## config.mk

```make
export PLATFORM = sky130hd
export DESIGN_NAME = pmic_i2c_target
export DESIGN_NICKNAME = d
export VERILOG_FILES = /design/src/verilog/pmic_i2c_pkg.sv /design/src/verilog/pmic_i2c_target.sv
export SDC_FILE = /design/constraint.sdc
export NUM_CORES = 1
export LEC_CHECK = 0
export ABC_AREA = 1
export BUFFER_PORTS_ARGS = -buffer_cell sky130_fd_sc_hd__buf_4
export CAP_MARGIN = 10
export CORE_UTILIZATION = 50
export CTS_BUF_LIST = sky130_fd_sc_hd__clkbuf_16
export DETAILED_ROUTE_END_ITERATION = 7
export GPL_TIMING_DRIVEN = 0
export PLACE_DENSITY = 0.68
export RECOVER_POWER = 50
export SLEW_MARGIN = 10
export SYNTH_ARGS = -nofsm -noshare
export SYNTH_HDL_FRONTEND = slang
export SYNTH_SLANG_ARGS = --single-unit
```

## constraint.sdc

```tcl
create_clock -name mclk -period 6.7 [get_ports mclk]
set_input_delay 0.335 -clock mclk [delete_from_list [all_inputs] [get_ports mclk]]
set_output_delay 0.335 -clock mclk [all_outputs]
set_load 0.01 [all_outputs]
```

## src/verilog/pmic_i2c_pkg.sv

```systemverilog
package pmic_i2c_pkg;

  // ---------------------------------------------------------------
  // target address and link timing
  // ---------------------------------------------------------------
  localparam logic [6:0] TARGET_ADDR = 7'h5b;
  localparam int MCLK_HZ = 40000000;
  localparam int MAX_BIT_RATE_HZ = 1000000;
  localparam int CYCLES_PER_BIT = MCLK_HZ / MAX_BIT_RATE_HZ;

  // ---------------------------------------------------------------
  // register offsets
  // ---------------------------------------------------------------
  localparam logic [7:0] OFS_BUCK4_HIGHPERF_VOLTAGE = 8'h43;
  localparam logic [7:0] OFS_BUCK4_SEQUENCING = 8'h44;
  localparam logic [7:0] OFS_BUCK4_CONFIGURATION = 8'h45;
  localparam logic [7:0] OFS_LDO1_ACTIVE_VOLTAGE = 8'h50;
  localparam logic [7:0] OFS_LDO1_LOWPOWER_VOLTAGE = 8'h51;
  localparam logic [7:0] OFS_LDO1_HIBERNATE_VOLTAGE = 8'h52;
  localparam logic [7:0] OFS_LDO1_HIGHPERF_VOLTAGE = 8'h53;
  localparam logic [7:0] OFS_LDO1_SEQUENCING = 8'h54;
  localparam logic [7:0] OFS_LDO1_CONFIGURATION = 8'h55;
  localparam logic [7:0] OFS_LDO2_ACTIVE_VOLTAGE = 8'h60;
  localparam logic [7:0] OFS_LDO2_LOWPOWER_VOLTAGE = 8'h61;
  localparam logic [7:0] OFS_LDO2_HIBERNATE_VOLTAGE = 8'h62;
  localparam logic [7:0] OFS_LDO2_HIGHPERF_VOLTAGE = 8'h63;
  localparam logic [7:0] OFS_LDO2_SEQUENCING = 8'h64;
  localparam logic [7:0] OFS_LDO2_CONFIGURATION = 8'h65;
  localparam logic [7:0] OFS_LAST = 8'h65;

  // ---------------------------------------------------------------
  // reset values and invalid-read data
  // ---------------------------------------------------------------
  localparam logic [7:0] RST_BUCK4_HIGHPERF_VOLTAGE = 8'h00;
  localparam logic [7:0] RST_BUCK4_SEQUENCING = 8'h00;
  localparam logic [7:0] RST_CONFIGURATION = 8'ha0;
  localparam logic [7:0] RST_LDO1_SEQUENCING = 8'h09;
  localparam logic [7:0] RST_LDO2_VOLTAGE = 8'h00;
  localparam logic [7:0] RST_LDO2_SEQUENCING = 8'h00;
  localparam logic [7:0] RST_LDO1_SEL_LOW = 8'h99;
  localparam logic [7:0] RST_LDO1_SEL_HIZ = 8'ha7;
  localparam logic [7:0] RST_LDO1_SEL_HIGH = 8'hb7;
  localparam logic [7:0] LDO1_HIBERNATE_VOLTAGE_MASK = 8'h7f;
  localparam logic [7:0] INVALID_READ = 8'hff;

  // voltage-select pin state
  typedef enum logic [1:0] {SEL_LOW, SEL_HIZ, SEL_HIGH} sel_state_t;

  localparam int NUM_REGS = 15;

endpackage

```

## src/verilog/pmic_i2c_target.sv

```systemverilog
`timescale 1ns/10ps

// What this block does
// - fast-mode-plus target up to 1 Mbit/s
// - target only, never stretches SCL
// - interface alive whenever supply above lockout
// - answers 7-bit address 0x5B
// - ninth clock is acknowledge, receiver pulls low
// - acknowledge every received byte when addressed
// - release SDA after host NACK
// - address MSB first, LSB gives direction
// - match address, else ignore transfer
// - first write byte loads register pointer
// - single write stores data at pointer
// - writes to invalid locations acked, no effect
// - block write increments pointer per byte
// - pointer steps by one ignoring gaps
// - each byte committed when received
// - past last register discarded, no wrap
// - LDO1 voltage defaults follow select pin
// - read via command write then repeated start
// - invalid register reads return 0xFF
// - auto-increment read streams 0xFF on gaps
module pmic_i2c_target (
  input wire logic mclk,
  input wire logic rst,
  input wire logic scl_in,
  input wire logic sda_in,
  output logic sda_out,
  output logic sda_oe,
  input wire logic sel_pin_low,
  input wire logic sel_pin_high,
  input wire logic supply_above_uvlo,
  output logic [7:0] buck4_highperf_voltage,
  output logic [7:0] buck4_sequencing,
  output logic [7:0] buck4_configuration,
  output logic [7:0] ldo1_active_voltage,
  output logic [7:0] ldo1_lowpower_voltage,
  output logic [7:0] ldo1_hibernate_voltage,
  output logic [7:0] ldo1_highperf_voltage,
  output logic [7:0] ldo1_sequencing,
  output logic [7:0] ldo1_configuration,
  output logic [7:0] ldo2_active_voltage,
  output logic [7:0] ldo2_lowpower_voltage,
  output logic [7:0] ldo2_hibernate_voltage,
  output logic [7:0] ldo2_highperf_voltage,
  output logic [7:0] ldo2_sequencing,
  output logic [7:0] ldo2_configuration
);

  // ---------------------------------------------------------------
  // types
  // ---------------------------------------------------------------
  localparam int NUMR = pmic_i2c_pkg::NUM_REGS;

  typedef enum logic [2:0] {
    ST_IDLE, ST_ADDR, ST_ADDR_ACK, ST_RX, ST_RX_ACK, ST_TX, ST_TX_ACK
  } phase_t;

  typedef struct packed {
    logic [1:0] scl_sync;
    logic [1:0] sda_sync;
    logic [1:0] uv_sync;
    logic scl_d;
    logic sda_d;
    logic strap_pending;
    phase_t phase;
    logic [3:0] bit_cnt;
    logic [7:0] shift;
    logic have_cmd;
    logic [7:0] ptr;
    logic [7:0] tx_byte;
    logic sda_out;
    logic sda_oe;
    logic [NUMR*8-1:0] regs;
  } state_t;

  state_t st_reg;
  state_t st_next;

  // ---------------------------------------------------------------
  // register decode
  // ---------------------------------------------------------------
  function automatic logic [4:0] reg_index(input logic [7:0] ofs);
    case (ofs)
      pmic_i2c_pkg::OFS_BUCK4_HIGHPERF_VOLTAGE: reg_index = 5'd0;
      pmic_i2c_pkg::OFS_BUCK4_SEQUENCING: reg_index = 5'd1;
      pmic_i2c_pkg::OFS_BUCK4_CONFIGURATION: reg_index = 5'd2;
      pmic_i2c_pkg::OFS_LDO1_ACTIVE_VOLTAGE: reg_index = 5'd3;
      pmic_i2c_pkg::OFS_LDO1_LOWPOWER_VOLTAGE: reg_index = 5'd4;
      pmic_i2c_pkg::OFS_LDO1_HIBERNATE_VOLTAGE: reg_index = 5'd5;
      pmic_i2c_pkg::OFS_LDO1_HIGHPERF_VOLTAGE: reg_index = 5'd6;
      pmic_i2c_pkg::OFS_LDO1_SEQUENCING: reg_index = 5'd7;
      pmic_i2c_pkg::OFS_LDO1_CONFIGURATION: reg_index = 5'd8;
      pmic_i2c_pkg::OFS_LDO2_ACTIVE_VOLTAGE: reg_index = 5'd9;
      pmic_i2c_pkg::OFS_LDO2_LOWPOWER_VOLTAGE: reg_index = 5'd10;
      pmic_i2c_pkg::OFS_LDO2_HIBERNATE_VOLTAGE: reg_index = 5'd11;
      pmic_i2c_pkg::OFS_LDO2_HIGHPERF_VOLTAGE: reg_index = 5'd12;
      pmic_i2c_pkg::OFS_LDO2_SEQUENCING: reg_index = 5'd13;
      pmic_i2c_pkg::OFS_LDO2_CONFIGURATION: reg_index = 5'd14;
      default: reg_index = 5'd31;
    endcase
  endfunction

  // reset image; LDO1 voltages chosen by the select pin
  function automatic logic [NUMR*8-1:0] defaults(input logic lo,
                                                 input logic hi);
    logic [7:0] v;
    logic [NUMR*8-1:0] d;
    v = pmic_i2c_pkg::RST_LDO1_SEL_HIZ;
    if (lo) begin
      v = pmic_i2c_pkg::RST_LDO1_SEL_LOW;
    end else if (hi) begin
      v = pmic_i2c_pkg::RST_LDO1_SEL_HIGH;
    end
    d = '0;
    d[0*8 +: 8] = pmic_i2c_pkg::RST_BUCK4_HIGHPERF_VOLTAGE;
    d[1*8 +: 8] = pmic_i2c_pkg::RST_BUCK4_SEQUENCING;
    d[2*8 +: 8] = pmic_i2c_pkg::RST_CONFIGURATION;
    d[3*8 +: 8] = v;
    d[4*8 +: 8] = v;
    d[5*8 +: 8] = v & pmic_i2c_pkg::LDO1_HIBERNATE_VOLTAGE_MASK;
    d[6*8 +: 8] = v;
    d[7*8 +: 8] = pmic_i2c_pkg::RST_LDO1_SEQUENCING;
    d[8*8 +: 8] = pmic_i2c_pkg::RST_CONFIGURATION;
    d[9*8 +: 8] = pmic_i2c_pkg::RST_LDO2_VOLTAGE;
    d[10*8 +: 8] = pmic_i2c_pkg::RST_LDO2_VOLTAGE;
    d[11*8 +: 8] = pmic_i2c_pkg::RST_LDO2_VOLTAGE;
    d[12*8 +: 8] = pmic_i2c_pkg::RST_LDO2_VOLTAGE;
    d[13*8 +: 8] = pmic_i2c_pkg::RST_LDO2_SEQUENCING;
    d[14*8 +: 8] = pmic_i2c_pkg::RST_CONFIGURATION;
    defaults = d;
  endfunction

  function automatic logic [7:0] read_reg(input logic [NUMR*8-1:0] r,
                                          input logic [7:0] ofs);
    logic [4:0] i;
    i = reg_index(ofs);
    if (i == 5'd31) begin
      read_reg = pmic_i2c_pkg::INVALID_READ;
    end else begin
      read_reg = r[i*8 +: 8];
    end
  endfunction

  // ---------------------------------------------------------------
  // next state
  // ---------------------------------------------------------------
  logic scl_rise;
  logic scl_fall;
  logic start_cond;
  logic stop_cond;
  logic [4:0] widx;
  logic [7:0] rd_byte;

  always_comb begin
    st_next = st_reg;
    widx = 5'd31;
    rd_byte = read_reg(st_reg.regs, st_reg.ptr);
    st_next.scl_sync = {st_reg.scl_sync[0], scl_in};
    st_next.sda_sync = {st_reg.sda_sync[0], sda_in};
    st_next.uv_sync = {st_reg.uv_sync[0], supply_above_uvlo};
    st_next.scl_d = st_reg.scl_sync[1];
    st_next.sda_d = st_reg.sda_sync[1];
    scl_rise = st_reg.scl_sync[1] && !st_reg.scl_d;
    scl_fall = !st_reg.scl_sync[1] && st_reg.scl_d;
    start_cond = st_reg.scl_sync[1] && st_reg.scl_d &&
                 st_reg.sda_d && !st_reg.sda_sync[1];
    stop_cond = st_reg.scl_sync[1] && st_reg.scl_d &&
                !st_reg.sda_d && st_reg.sda_sync[1];

    // strap caught one cycle after reset release
    if (st_reg.strap_pending) begin
      st_next.strap_pending = 1'b0;
      st_next.regs = defaults(sel_pin_low, sel_pin_high);
    end

    if (!st_reg.uv_sync[1]) begin
      st_next.phase = ST_IDLE;
      st_next.sda_oe = 1'b0;
    end else if (start_cond) begin
      st_next.phase = ST_ADDR;
      st_next.bit_cnt = 4'd0;
      st_next.sda_oe = 1'b0;
    end else if (stop_cond) begin
      st_next.phase = ST_IDLE;
      st_next.have_cmd = 1'b0;
      st_next.sda_oe = 1'b0;
    end else begin
      case (st_reg.phase)
        ST_IDLE: begin
          st_next.sda_oe = 1'b0;
        end
        ST_ADDR, ST_RX: begin
          if (scl_rise) begin
            st_next.shift = {st_reg.shift[6:0], st_reg.sda_sync[1]};
            st_next.bit_cnt = st_reg.bit_cnt + 4'd1;
          end else if (scl_fall && st_reg.bit_cnt == 4'd8) begin
            st_next.bit_cnt = 4'd0;
            if (st_reg.phase == ST_ADDR) begin
              if (st_reg.shift[7:1] == pmic_i2c_pkg::TARGET_ADDR) begin
                st_next.phase = ST_ADDR_ACK;
                st_next.sda_oe = 1'b1;
              end else begin
                st_next.phase = ST_IDLE;
              end
            end else begin
              st_next.phase = ST_RX_ACK;
              st_next.sda_oe = 1'b1;
              if (!st_reg.have_cmd) begin
                st_next.ptr = st_reg.shift;
                st_next.have_cmd = 1'b1;
              end else begin
                widx = reg_index(st_reg.ptr);
                if (widx != 5'd31) begin
                  st_next.regs[widx*8 +: 8] = st_reg.shift;
                end
                if (st_reg.ptr != 8'hff) begin
                  st_next.ptr = st_reg.ptr + 8'd1;
                end
              end
            end
          end
        end
        ST_ADDR_ACK: begin
          if (scl_fall) begin
            if (st_reg.shift[0]) begin
              st_next.phase = ST_TX;
              st_next.tx_byte = rd_byte;
              st_next.sda_oe = !rd_byte[7];
            end else begin
              st_next.phase = ST_RX;
              st_next.sda_oe = 1'b0;
            end
          end
        end
        ST_RX_ACK: begin
          if (scl_fall) begin
            st_next.phase = ST_RX;
            st_next.sda_oe = 1'b0;
          end
        end
        ST_TX: begin
          if (scl_fall) begin
            st_next.bit_cnt = st_reg.bit_cnt + 4'd1;
            if (st_reg.bit_cnt == 4'd7) begin
              st_next.phase = ST_TX_ACK;
              st_next.sda_oe = 1'b0;
              if (st_reg.ptr != 8'hff) begin
                st_next.ptr = st_reg.ptr + 8'd1;
              end
            end else begin
              st_next.tx_byte = {st_reg.tx_byte[6:0], 1'b1};
              st_next.sda_oe = !st_reg.tx_byte[6];
            end
          end
        end
        ST_TX_ACK: begin
          if (scl_rise) begin
            st_next.shift[0] = st_reg.sda_sync[1];
          end else if (scl_fall) begin
            st_next.bit_cnt = 4'd0;
            if (st_reg.shift[0]) begin
              st_next.phase = ST_IDLE;
              st_next.sda_oe = 1'b0;
            end else begin
              st_next.phase = ST_TX;
              st_next.tx_byte = rd_byte;
              st_next.sda_oe = !rd_byte[7];
            end
          end
        end
        default: begin
          st_next.phase = ST_IDLE;
        end
      endcase
    end
    // open drain: only ever drives low, SCL is never driven
    st_next.sda_out = 1'b0;
  end

  // ---------------------------------------------------------------
  // state register
  // ---------------------------------------------------------------
  always_ff @(posedge mclk or posedge rst) begin
    if (rst) begin
      st_reg <= '{scl_sync: 2'b11, sda_sync: 2'b11, uv_sync: 2'b00,
                  scl_d: 1'b1, sda_d: 1'b1, strap_pending: 1'b1,
                  phase: ST_IDLE, bit_cnt: 4'd0, shift: 8'h00,
                  have_cmd: 1'b0, ptr: 8'h00, tx_byte: 8'hff,
                  sda_out: 1'b0, sda_oe: 1'b0, regs: '0};
    end else begin
      st_reg <= st_next;
    end
  end

  // ---------------------------------------------------------------
  // outputs
  // ---------------------------------------------------------------
  assign sda_out = st_reg.sda_out;
  assign sda_oe = st_reg.sda_oe;
  assign buck4_highperf_voltage = st_reg.regs[0*8 +: 8];
  assign buck4_sequencing = st_reg.regs[1*8 +: 8];
  assign buck4_configuration = st_reg.regs[2*8 +: 8];
  assign ldo1_active_voltage = st_reg.regs[3*8 +: 8];
  assign ldo1_lowpower_voltage = st_reg.regs[4*8 +: 8];
  assign ldo1_hibernate_voltage = st_reg.regs[5*8 +: 8];
  assign ldo1_highperf_voltage = st_reg.regs[6*8 +: 8];
  assign ldo1_sequencing = st_reg.regs[7*8 +: 8];
  assign ldo1_configuration = st_reg.regs[8*8 +: 8];
  assign ldo2_active_voltage = st_reg.regs[9*8 +: 8];
  assign ldo2_lowpower_voltage = st_reg.regs[10*8 +: 8];
  assign ldo2_hibernate_voltage = st_reg.regs[11*8 +: 8];
  assign ldo2_highperf_voltage = st_reg.regs[12*8 +: 8];
  assign ldo2_sequencing = st_reg.regs[13*8 +: 8];
  assign ldo2_configuration = st_reg.regs[14*8 +: 8];

endmodule
```

# Yosys cells after proc, flatten, opt, wreduce, memory -nomap -nowiden
# Cells that the tools add are included.
[totals]
output_inout_bits = 122
regBits = 161
inputBits = 7
elab_cells = 188
[op_classes]
n_reduce_logical = 30
n_shift = 3
eq_ne = 58
muxes = 77
bitwise_logic = 2
addsub = 3
[ops]
columns = ["operator", "count"]
rows = [
  ["$mux W120", 8],
  ["$mux W121", 2],
  ["$bwmux W120", 1],
  ["$eq A8 B7 Y1 const B", 15],
  ["$shift A8 B34 Y120 const A", 1],
  ["$shiftx A120 B9 Y8", 1],
  ["$shiftx A8 B34 Y120", 1],
  ["$mux W7", 11],
  ["$pmux W5 S15", 1],
  ["$mux W8", 6],
  ["$mux W5", 9],
  ["$ne A5 B5 Y1 const B", 9],
  ["$neg A8 Y34", 1],
  ["$ne A2 B2 Y1 const B", 15],
  ["$mux W3", 9],
  ["$mux W9", 3],
  ["$reduce_and A9 Y1", 3],
  ["$pmux W7 S3", 1],
  ["$pmux W3 S6", 1],
  ["$mux W1", 16],
  ["$mux W16", 1],
  ["$pmux W8 S2", 1],
  ["$mux W12", 1],
  ["$pmux W4 S3", 1],
  ["other kinds (32)", 55],
]

# Logic depth before layout (Yosys ltp)
# Gate-level depths: netlist of the first run.
[logic_depth]
word_depth = 22
depth_mapped = 27
mapped_depth_nobuf = 26

# Least setup slack after synthesis of the first run
# OpenSTA, ideal clock, no wires.
[synth_timing]
path_kind = "flip-flop to flip-flop"
from = "register st_reg[130] (netlist name)"
to = "register st_reg, in the netlist ldo1_highperf_voltage[4]"
path_stages_with_launch = 26
setup_time_ns = 0.120
slack_ns = 3.018
arrival_ns = 3.563
period_less_slack_ns = 3.682
required_time_ns = 6.580
n_path_buf = 1
path_cell_list = "dfrtp_1 inv_1 ha_1 nand3_1 inv_1 nand2_2 nand3_1 nor2_1 nand2_4 nand2_1 inv_1 buf_2 ha_1 inv_1 nor2_1 nand2_2 inv_1 ha_1 nor2_1 nand4_4 nor2_4 nand2_1 nor2_1 o21ai_1 o21ai_0 inv_1"
[synth_rtl]
columns = ["element", "line_no", "source"]
rows = [
  ["from (decl)", "pmic_i2c_target.sv:78", "state_t st_reg;"],
  ["from (signal assigned)", "pmic_i2c_target.sv:287", "st_reg <= '{scl_sync: 2'b11, sda_sync: 2'b11, uv_sync: 2'b00,"],
  ["from (signal assigned)", "pmic_i2c_target.sv:293", "st_reg <= st_next;"],
]

==> impl_metrics.tcl, run 1 <==
set metrics [dict create \
    area_growth_pct 17.4 \
    die_h_um 148 \
    ys_warn_count 0 \
    post_synth.cell_area_avg_um2 7.26 \
    fmax_ghz 0.196 \
    tns_ps 0 \
    setup_ws_ps 1580 \
    rsz0062_at_grt "false" \
    drt-wirelength-per-cell_um 20.9 \
    initial_core_util_pct 51.8 \
    synth.ff_latch_count 161 \
    numCtsBuffers 17 \
    fin_crit_ps 5120 \
    drcViolationCount 0 \
    finalNetCount 1629 \
    cts_tree "built" \
    final_common_cell "nand2_1" \
    grt_overflow 0 \
    fin_cells 1894 \
    violations "max-capacitance violations, max-slew violations" \
    antenna_found_initial 0 \
    hp-class "in -> reg" \
    htreeDepth 4 \
    crit_path_end_kind "register" \
    cpMostUsedCell "inv_1" \
    hold_ws_ps 25.9 \
    final_util_pct 60.8 \
    min_period_over_period_pct 76.3 \
    p_per_area_nw_per_um2 165 \
    p_leak_nw 6.01 \
    grt_pass1_wl_mm 59.4 \
    synth.distinct_cells 47 \
    firstDrtPassIters 6 \
    grt.total_usage_pct 37.0 \
    worstPathMaxFanout 10 \
    cts_resized 0 \
    drive_above_1_share_pct 23.1 \
    worstPathArrival_ps 5420 \
    drt_iter0_drc 1260 \
    critPathKind "reg -> reg" \
    drv_cap 2 \
    num_rows 52 \
    clockBufferDepth 2 \
    place_inst 1860 \
    coreArea_um2 20500 \
    setup_viol 0 \
    asyncSetResetFlopFracSynth_pct 100 \
    grt_start_max_net_pins 106 \
    slew_headroom_pct -82.3 \
    io_pins 129 \
    viasPerCell 5.68 \
    die_x_um 148 \
    clock_sinks 161 \
    clkSlewWorstSetupHoldPaths_ps 70 \
    gp_congestion 1.03 \
    p_total_mw 2.05 \
    synth_edf_count 0 \
    wirelength_mm 39.6 \
    syn_area_um2 10600 \
    worst_slew_pin_slew_ps 2730 \
    die_area_um2 21800 \
    critPathLaunchType "register" \
    antenna_cells 0 \
    cp_slowest_cell "dfrtp_1" \
    hold_viol_final 0 \
    max_stage_delay_ps 380 \
    cp_num_buf_inv 9 \
    ir_drop_v 0.000163 \
    skew_ps 10.6 \
    synth-main-ff-cell "dfrtp_1" \
    largest_reg_flops 35 \
    ys_seq_area_share_pct 38.1 \
    port-buffer-count 127 \
    nFillCells 1989 \
    drv_slew 164 \
    post_dp_cell_area_um2 11900 \
    postCtsSetupBuffers 0 \
    post-place-ws_ps 1740 \
    stdcell_area_um2 12500 \
    drtAntennaViolNets 0 \
    dp_hpwl_mm 30.6 \
    cts-root-buf "clkbuf_16" \
    cp_top_family "simple AND/OR/NAND/NOR gates" \
    outcome "finished, violations left" \
    first_global_vias 10000 \
    num_vias 10800 \
    syn_inst 1461 \
    worst_skew_pair.late_latency_ps 440 \
    crit_required_ps 7010 \
    mostFrequentLayoutCells "nand2_1, nand3_1, inv_1" \
]
==> area by class of cell <==
cell class	count	area (um^2)	share of cell area, %
clock inverters	14	108	0.864
plain buffers	172	1140	9.14
well taps	270	338	2.71
flip-flops and latches	161	4050	32.5
repair buffers	131	970	7.78
clock buffers	17	425	3.42
inverters	185	696	5.58
multi-input cells	944	4740	38.0
==> synthesized netlist by cell type, drive strengths merged, types with 3 or more instances <==
library cell | instances | area share, %
nand4 | 18 | 1.2
buf | 151 | 10
nor3 | 21 | 1.4
nand2 | 303 | 11
nand3 | 187 | 9.1
a21oi | 22 | 1.0
inv | 183 | 6.5
o31ai | 11 | 0.78
nor2 | 135 | 5.6
nor4 | 4 | 0.29
xor2 | 4 | 0.33
o22ai | 11 | 0.65
dfrtp | 147 | 35
o211ai | 47 | 3.3
ha | 10 | 1.2
nand3b | 3 | 0.21
or2 | 11 | 0.65
dfstp | 14 | 3.5
o21ai | 142 | 6.7
clkbuf | 21 | 0.74
==> metal layers <==
layer	vias to the layer above	share of wire (%)	global-route usage (%)
met5	-	0	0
met4	0	5.5	19.4
met3	141	9.8	7.44
met2	619	45	57.6
met1	5020	40	48.7
li1	4985	-	-
==> report_power, final <==
part / internal, mW / switching, mW / leakage (nW) / total [mW]
Combinational: 0.0465 / 0.0796 / 3.69 / 0.126
Sequential: 0.989 / 0.0173 / 2.06 / 1.01
Clock: 0.476 / 0.442 / 0.250 / 0.918
Total: 1.51 / 0.539 / 6.01 / 2.05
==> cells by family after synthesis <==
kind of cell / after synthesis / synth area share [%]
AND/OR/NAND/NOR: 683 / 29.7
buffers and inverters: 357 / 17.3
AO/OA/AOI/OAI: 245 / 13.3
flip-flops: 161 / 38.1
adder cells (fa/ha/maj): 10 / 1.18
XOR/XNOR: 4 / 0.330
other: 1 / 0.0353
==> repair_timing <==
action	CTS	global route
hold buffers	3	0
endpoints found under the hold margin	58	0
endpoints found under the setup margin	0	0
==> path summary, 6_finish.rpt <==
kind                       cells past startpoint              start  slack (ps)                        end
max reg2reg                                   25        st_reg[130]        1580  ldo1_hibernate_voltage[1]
min reg2reg                                    0       st_next[158]         350                st_reg[158]
min in group asynchronous                      3                rst        1130     ldo2_active_voltage[3]
max in group asynchronous                      4                rst        2010                st_reg[141]
max                                           25        st_reg[130]        1580  ldo1_hibernate_voltage[1]
min                                            1  supply_above_uvlo          30               st_next[158]
Note: power is estimated with default switching activity, not from simulation.
==> inputs of run 2 (changes only) <==
- ABC_AREA: 1 -> 0
- PLACE_DENSITY: 0.68 -> 0.69
- clock period: 6.7 -> 4.77 ns (I/O delays scaled with it)
==> impl_metrics.tcl, run 2 <==
set metrics [dict create \
    outcome "finished, violations left" \
    violations "max-capacitance violations, max-slew violations" \
    rsz0062_at_grt "false" \
    finalNetCount 1320 \
    worstHoldStart "sel_pin_high" \
    worstPathArrival_ps 4890 \
    dp_hpwl_mm 25.7 \
    cp_num_buf_inv 4 \
    grt_start_max_net_pins 95 \
    post_synth.cell_area_avg_um2 8.51 \
    cp_top_family "simple AND/OR/NAND/NOR gates" \
    worstPathMaxFanout 10 \
    worst_skew_pair.late_latency_ps 440 \
    drt-wirelength-per-cell_um 22.4 \
    grt.total_usage_pct 35.7 \
    drv_slew 69 \
    cts-root-buf "clkbuf_16" \
    first_global_vias 8389 \
    wirelength_mm 35.3 \
    synth_top_area_share_pct 37.7 \
    die_area_um2 20100 \
    critPathLaunchType "register" \
    post_dp_cell_area_um2 11100 \
    antenna_cells 0 \
    ys_seq_area_share_pct 41.4 \
    hold_ws_ps 106 \
    mostFrequentLayoutCells "nand2_1, buf_4, dfrtp_1" \
    cpMostUsedCell "ha_1" \
    htreeDepth 4 \
    num_rows 50 \
    post-place-ws_ps -286 \
    p_total_mw 3.24 \
    fmax_ghz 0.219 \
    viasPerCell 5.94 \
    numCtsBuffers 17 \
    cp_slowest_cell "or4bb_1" \
    io_pins 129 \
    drtAntennaViolNets 0 \
    skew_ps 6.30 \
    cp-startpoint "st_reg[130]" \
    synth.distinct_cells 70 \
    cts_tree "built" \
    num_vias 9361 \
    firstDrtPassIters 8 \
    yosysMostFrequentCell "nand2_1" \
    die_h_um 142 \
    max_stage_delay_ps 490 \
    synth_edf_count 0 \
    grt_pass1_wl_mm 52.2 \
    slew_headroom_pct -105 \
    setup_ws_ps 207 \
    syn_area_um2 9770 \
    min_period_over_period_pct 95.7 \
    critPathKind "reg -> reg" \
    yosys-top-cells-area "dfrtp_1, buf_4, nand2_1, o21ai_0, mux2i_1" \
    p_leak_nw 5.11 \
    setup_viol 0 \
    hp-class "in -> reg" \
    gp_congestion 1.02 \
    drcViolationCount 0 \
    clkSlewWorstSetupHoldPaths_ps 70 \
    p_per_area_nw_per_um2 276 \
    synthTopCellsByCount "nand2_1, dfrtp_1, buf_4, o21ai_0, a21oi_1" \
    initial_core_util_pct 51.5 \
    reg2reg_from "st_reg[130]" \
    coreArea_um2 19000 \
    clockBufferDepth 2 \
    asyncSetResetFlopFracSynth_pct 100 \
    ir_drop_v 0.000270 \
    area_growth_pct 20.2 \
    stdcell_area_um2 11700 \
    worst_slew_pin_slew_ps 3060 \
    final_common_cell "nand2_1" \
    hold_viol_final 0 \
    crit_path_end_kind "register" \
    crit_chain "inv_1 > ha_1 > or4bb_1 > o311a_1 > a21o_2 > nand2b_4 > inv_1 > ha_1 > and4_1 > ha_1 > or3_1 > or3_1 > buf_2 > nor3_4 > buf_12 > mux2_2" \
    largest_reg_flops 35 \
    antenna_found_initial 0 \
    clock_sinks 161 \
    yosysTopAreaCell "dfrtp_1" \
    port-buffer-count 127 \
    drv_cap 1 \
    crit_required_ps 5090 \
    die_x_um 142 \
    fin_crit_ps 4560 \
    drive_above_1_share_pct 27.4 \
    syn_inst 1148 \
    synth-main-ff-cell "dfrtp_1" \
    drt_iter0_drc 913 \
    final_util_pct 61.9 \
    synth.ff_latch_count 161 \
    grt_overflow 0 \
    ys_warn_count 0 \
]
## run 2: cell types whose count changed after synthesis, moves of 49 or more
| cell | delta |
|---|---|
| inv_1 | -144 |
| nand3_1 | -134 |
| nand2_1 | -107 |
| nor2_1 | -59 |
| a21oi_1 | +50 |
| mux2i_1 | +49 |
## run 2: repair_timing
| item | 4_1_cts | 5_1_grt |
|---|---|---|
| cloned | 0 | 0 |
| setup buffers | 3 | 1 |
| gates resized for setup | 6 | 13 |
| pin swaps | 2 | 1 |
| hold endpoints to repair | 61 | 0 |
| hold buffers | 4 | 0 |
| setup endpoints to repair | 44 | 118 |
## run 2: path summary, 6_finish.rpt
check	end	slack, ps	cells after the start
worst max-delay path	ldo2_hibernate_voltage[3]	210	16
worst min-delay path	ldo1_hibernate_voltage[4]	110	3
worst max register to register	ldo2_hibernate_voltage[3]	210	16
worst min register to register	st_reg[158]	350	0
max in group asynchronous	ldo1_sequencing[7]	1060	4
min in group asynchronous	st_reg[138]	1230	3
## run 2: worst register-to-register path: stages, from the launching register on
cell	delay (ps)
dfrtp_1	430
inv_1	130
ha_1	220
or4bb_1	490
o311a_1	150
a21o_2	340
nand2b_4	160
inv_1	90
ha_1	260
and4_1	210
ha_1	240
or3_1	450
or3_1	400
buf_2	190
nor3_4	200
buf_12	150
mux2_2	330
## run 2: area by class of cell
class / instances / area (um^2)
timing repair buffer: 136 / 1050
sequential: 161 / 4050
multi-input combinational: 758 / 4420
tap: 260 / 325
buffer: 203 / 1260
fill: 1751 / 7220
clock buffer: 17 / 425
inverter: 26 / 98.8
clock inverter: 15 / 113
## run 2: metal layers
layer	vias up	global-route usage (%)	wire [um]
met1	4509	51.0	14900
li1	4209	-	-
met3	91	10.1	3910
met5	-	0	0
met2	552	50.8	15000
met4	0	14.3	1370
## run 2: where the power goes
part           leakage (nW)  internal (mW)  switching (mW)  total (mW)
registers              2.07           1.42          0.0604        1.48
clock network         0.255          0.668           0.617        1.29
logic                  2.78          0.173           0.299       0.472
## run 2: kinds of logic (layout without fill, tap and decap cells)
family,count (synthesis),after routing,synth area share (%)
buf+inv,230,397,13.8
xor+xnor,2,2,0.179
compound gates,294,294,18.2
simple gates,391,391,18.9
fa+ha+maj,10,10,1.28
flops,161,161,41.4
mux,59,59,6.17
other cells,1,2,0.0384
## run 2: stage by stage
step,instances,TNS (ps)
after global placement,1536,-256500
final,1576,0
after floorplan,1149,0
after detailed placement,1537,-4340
after global routing,1576,0
after CTS,1576,0
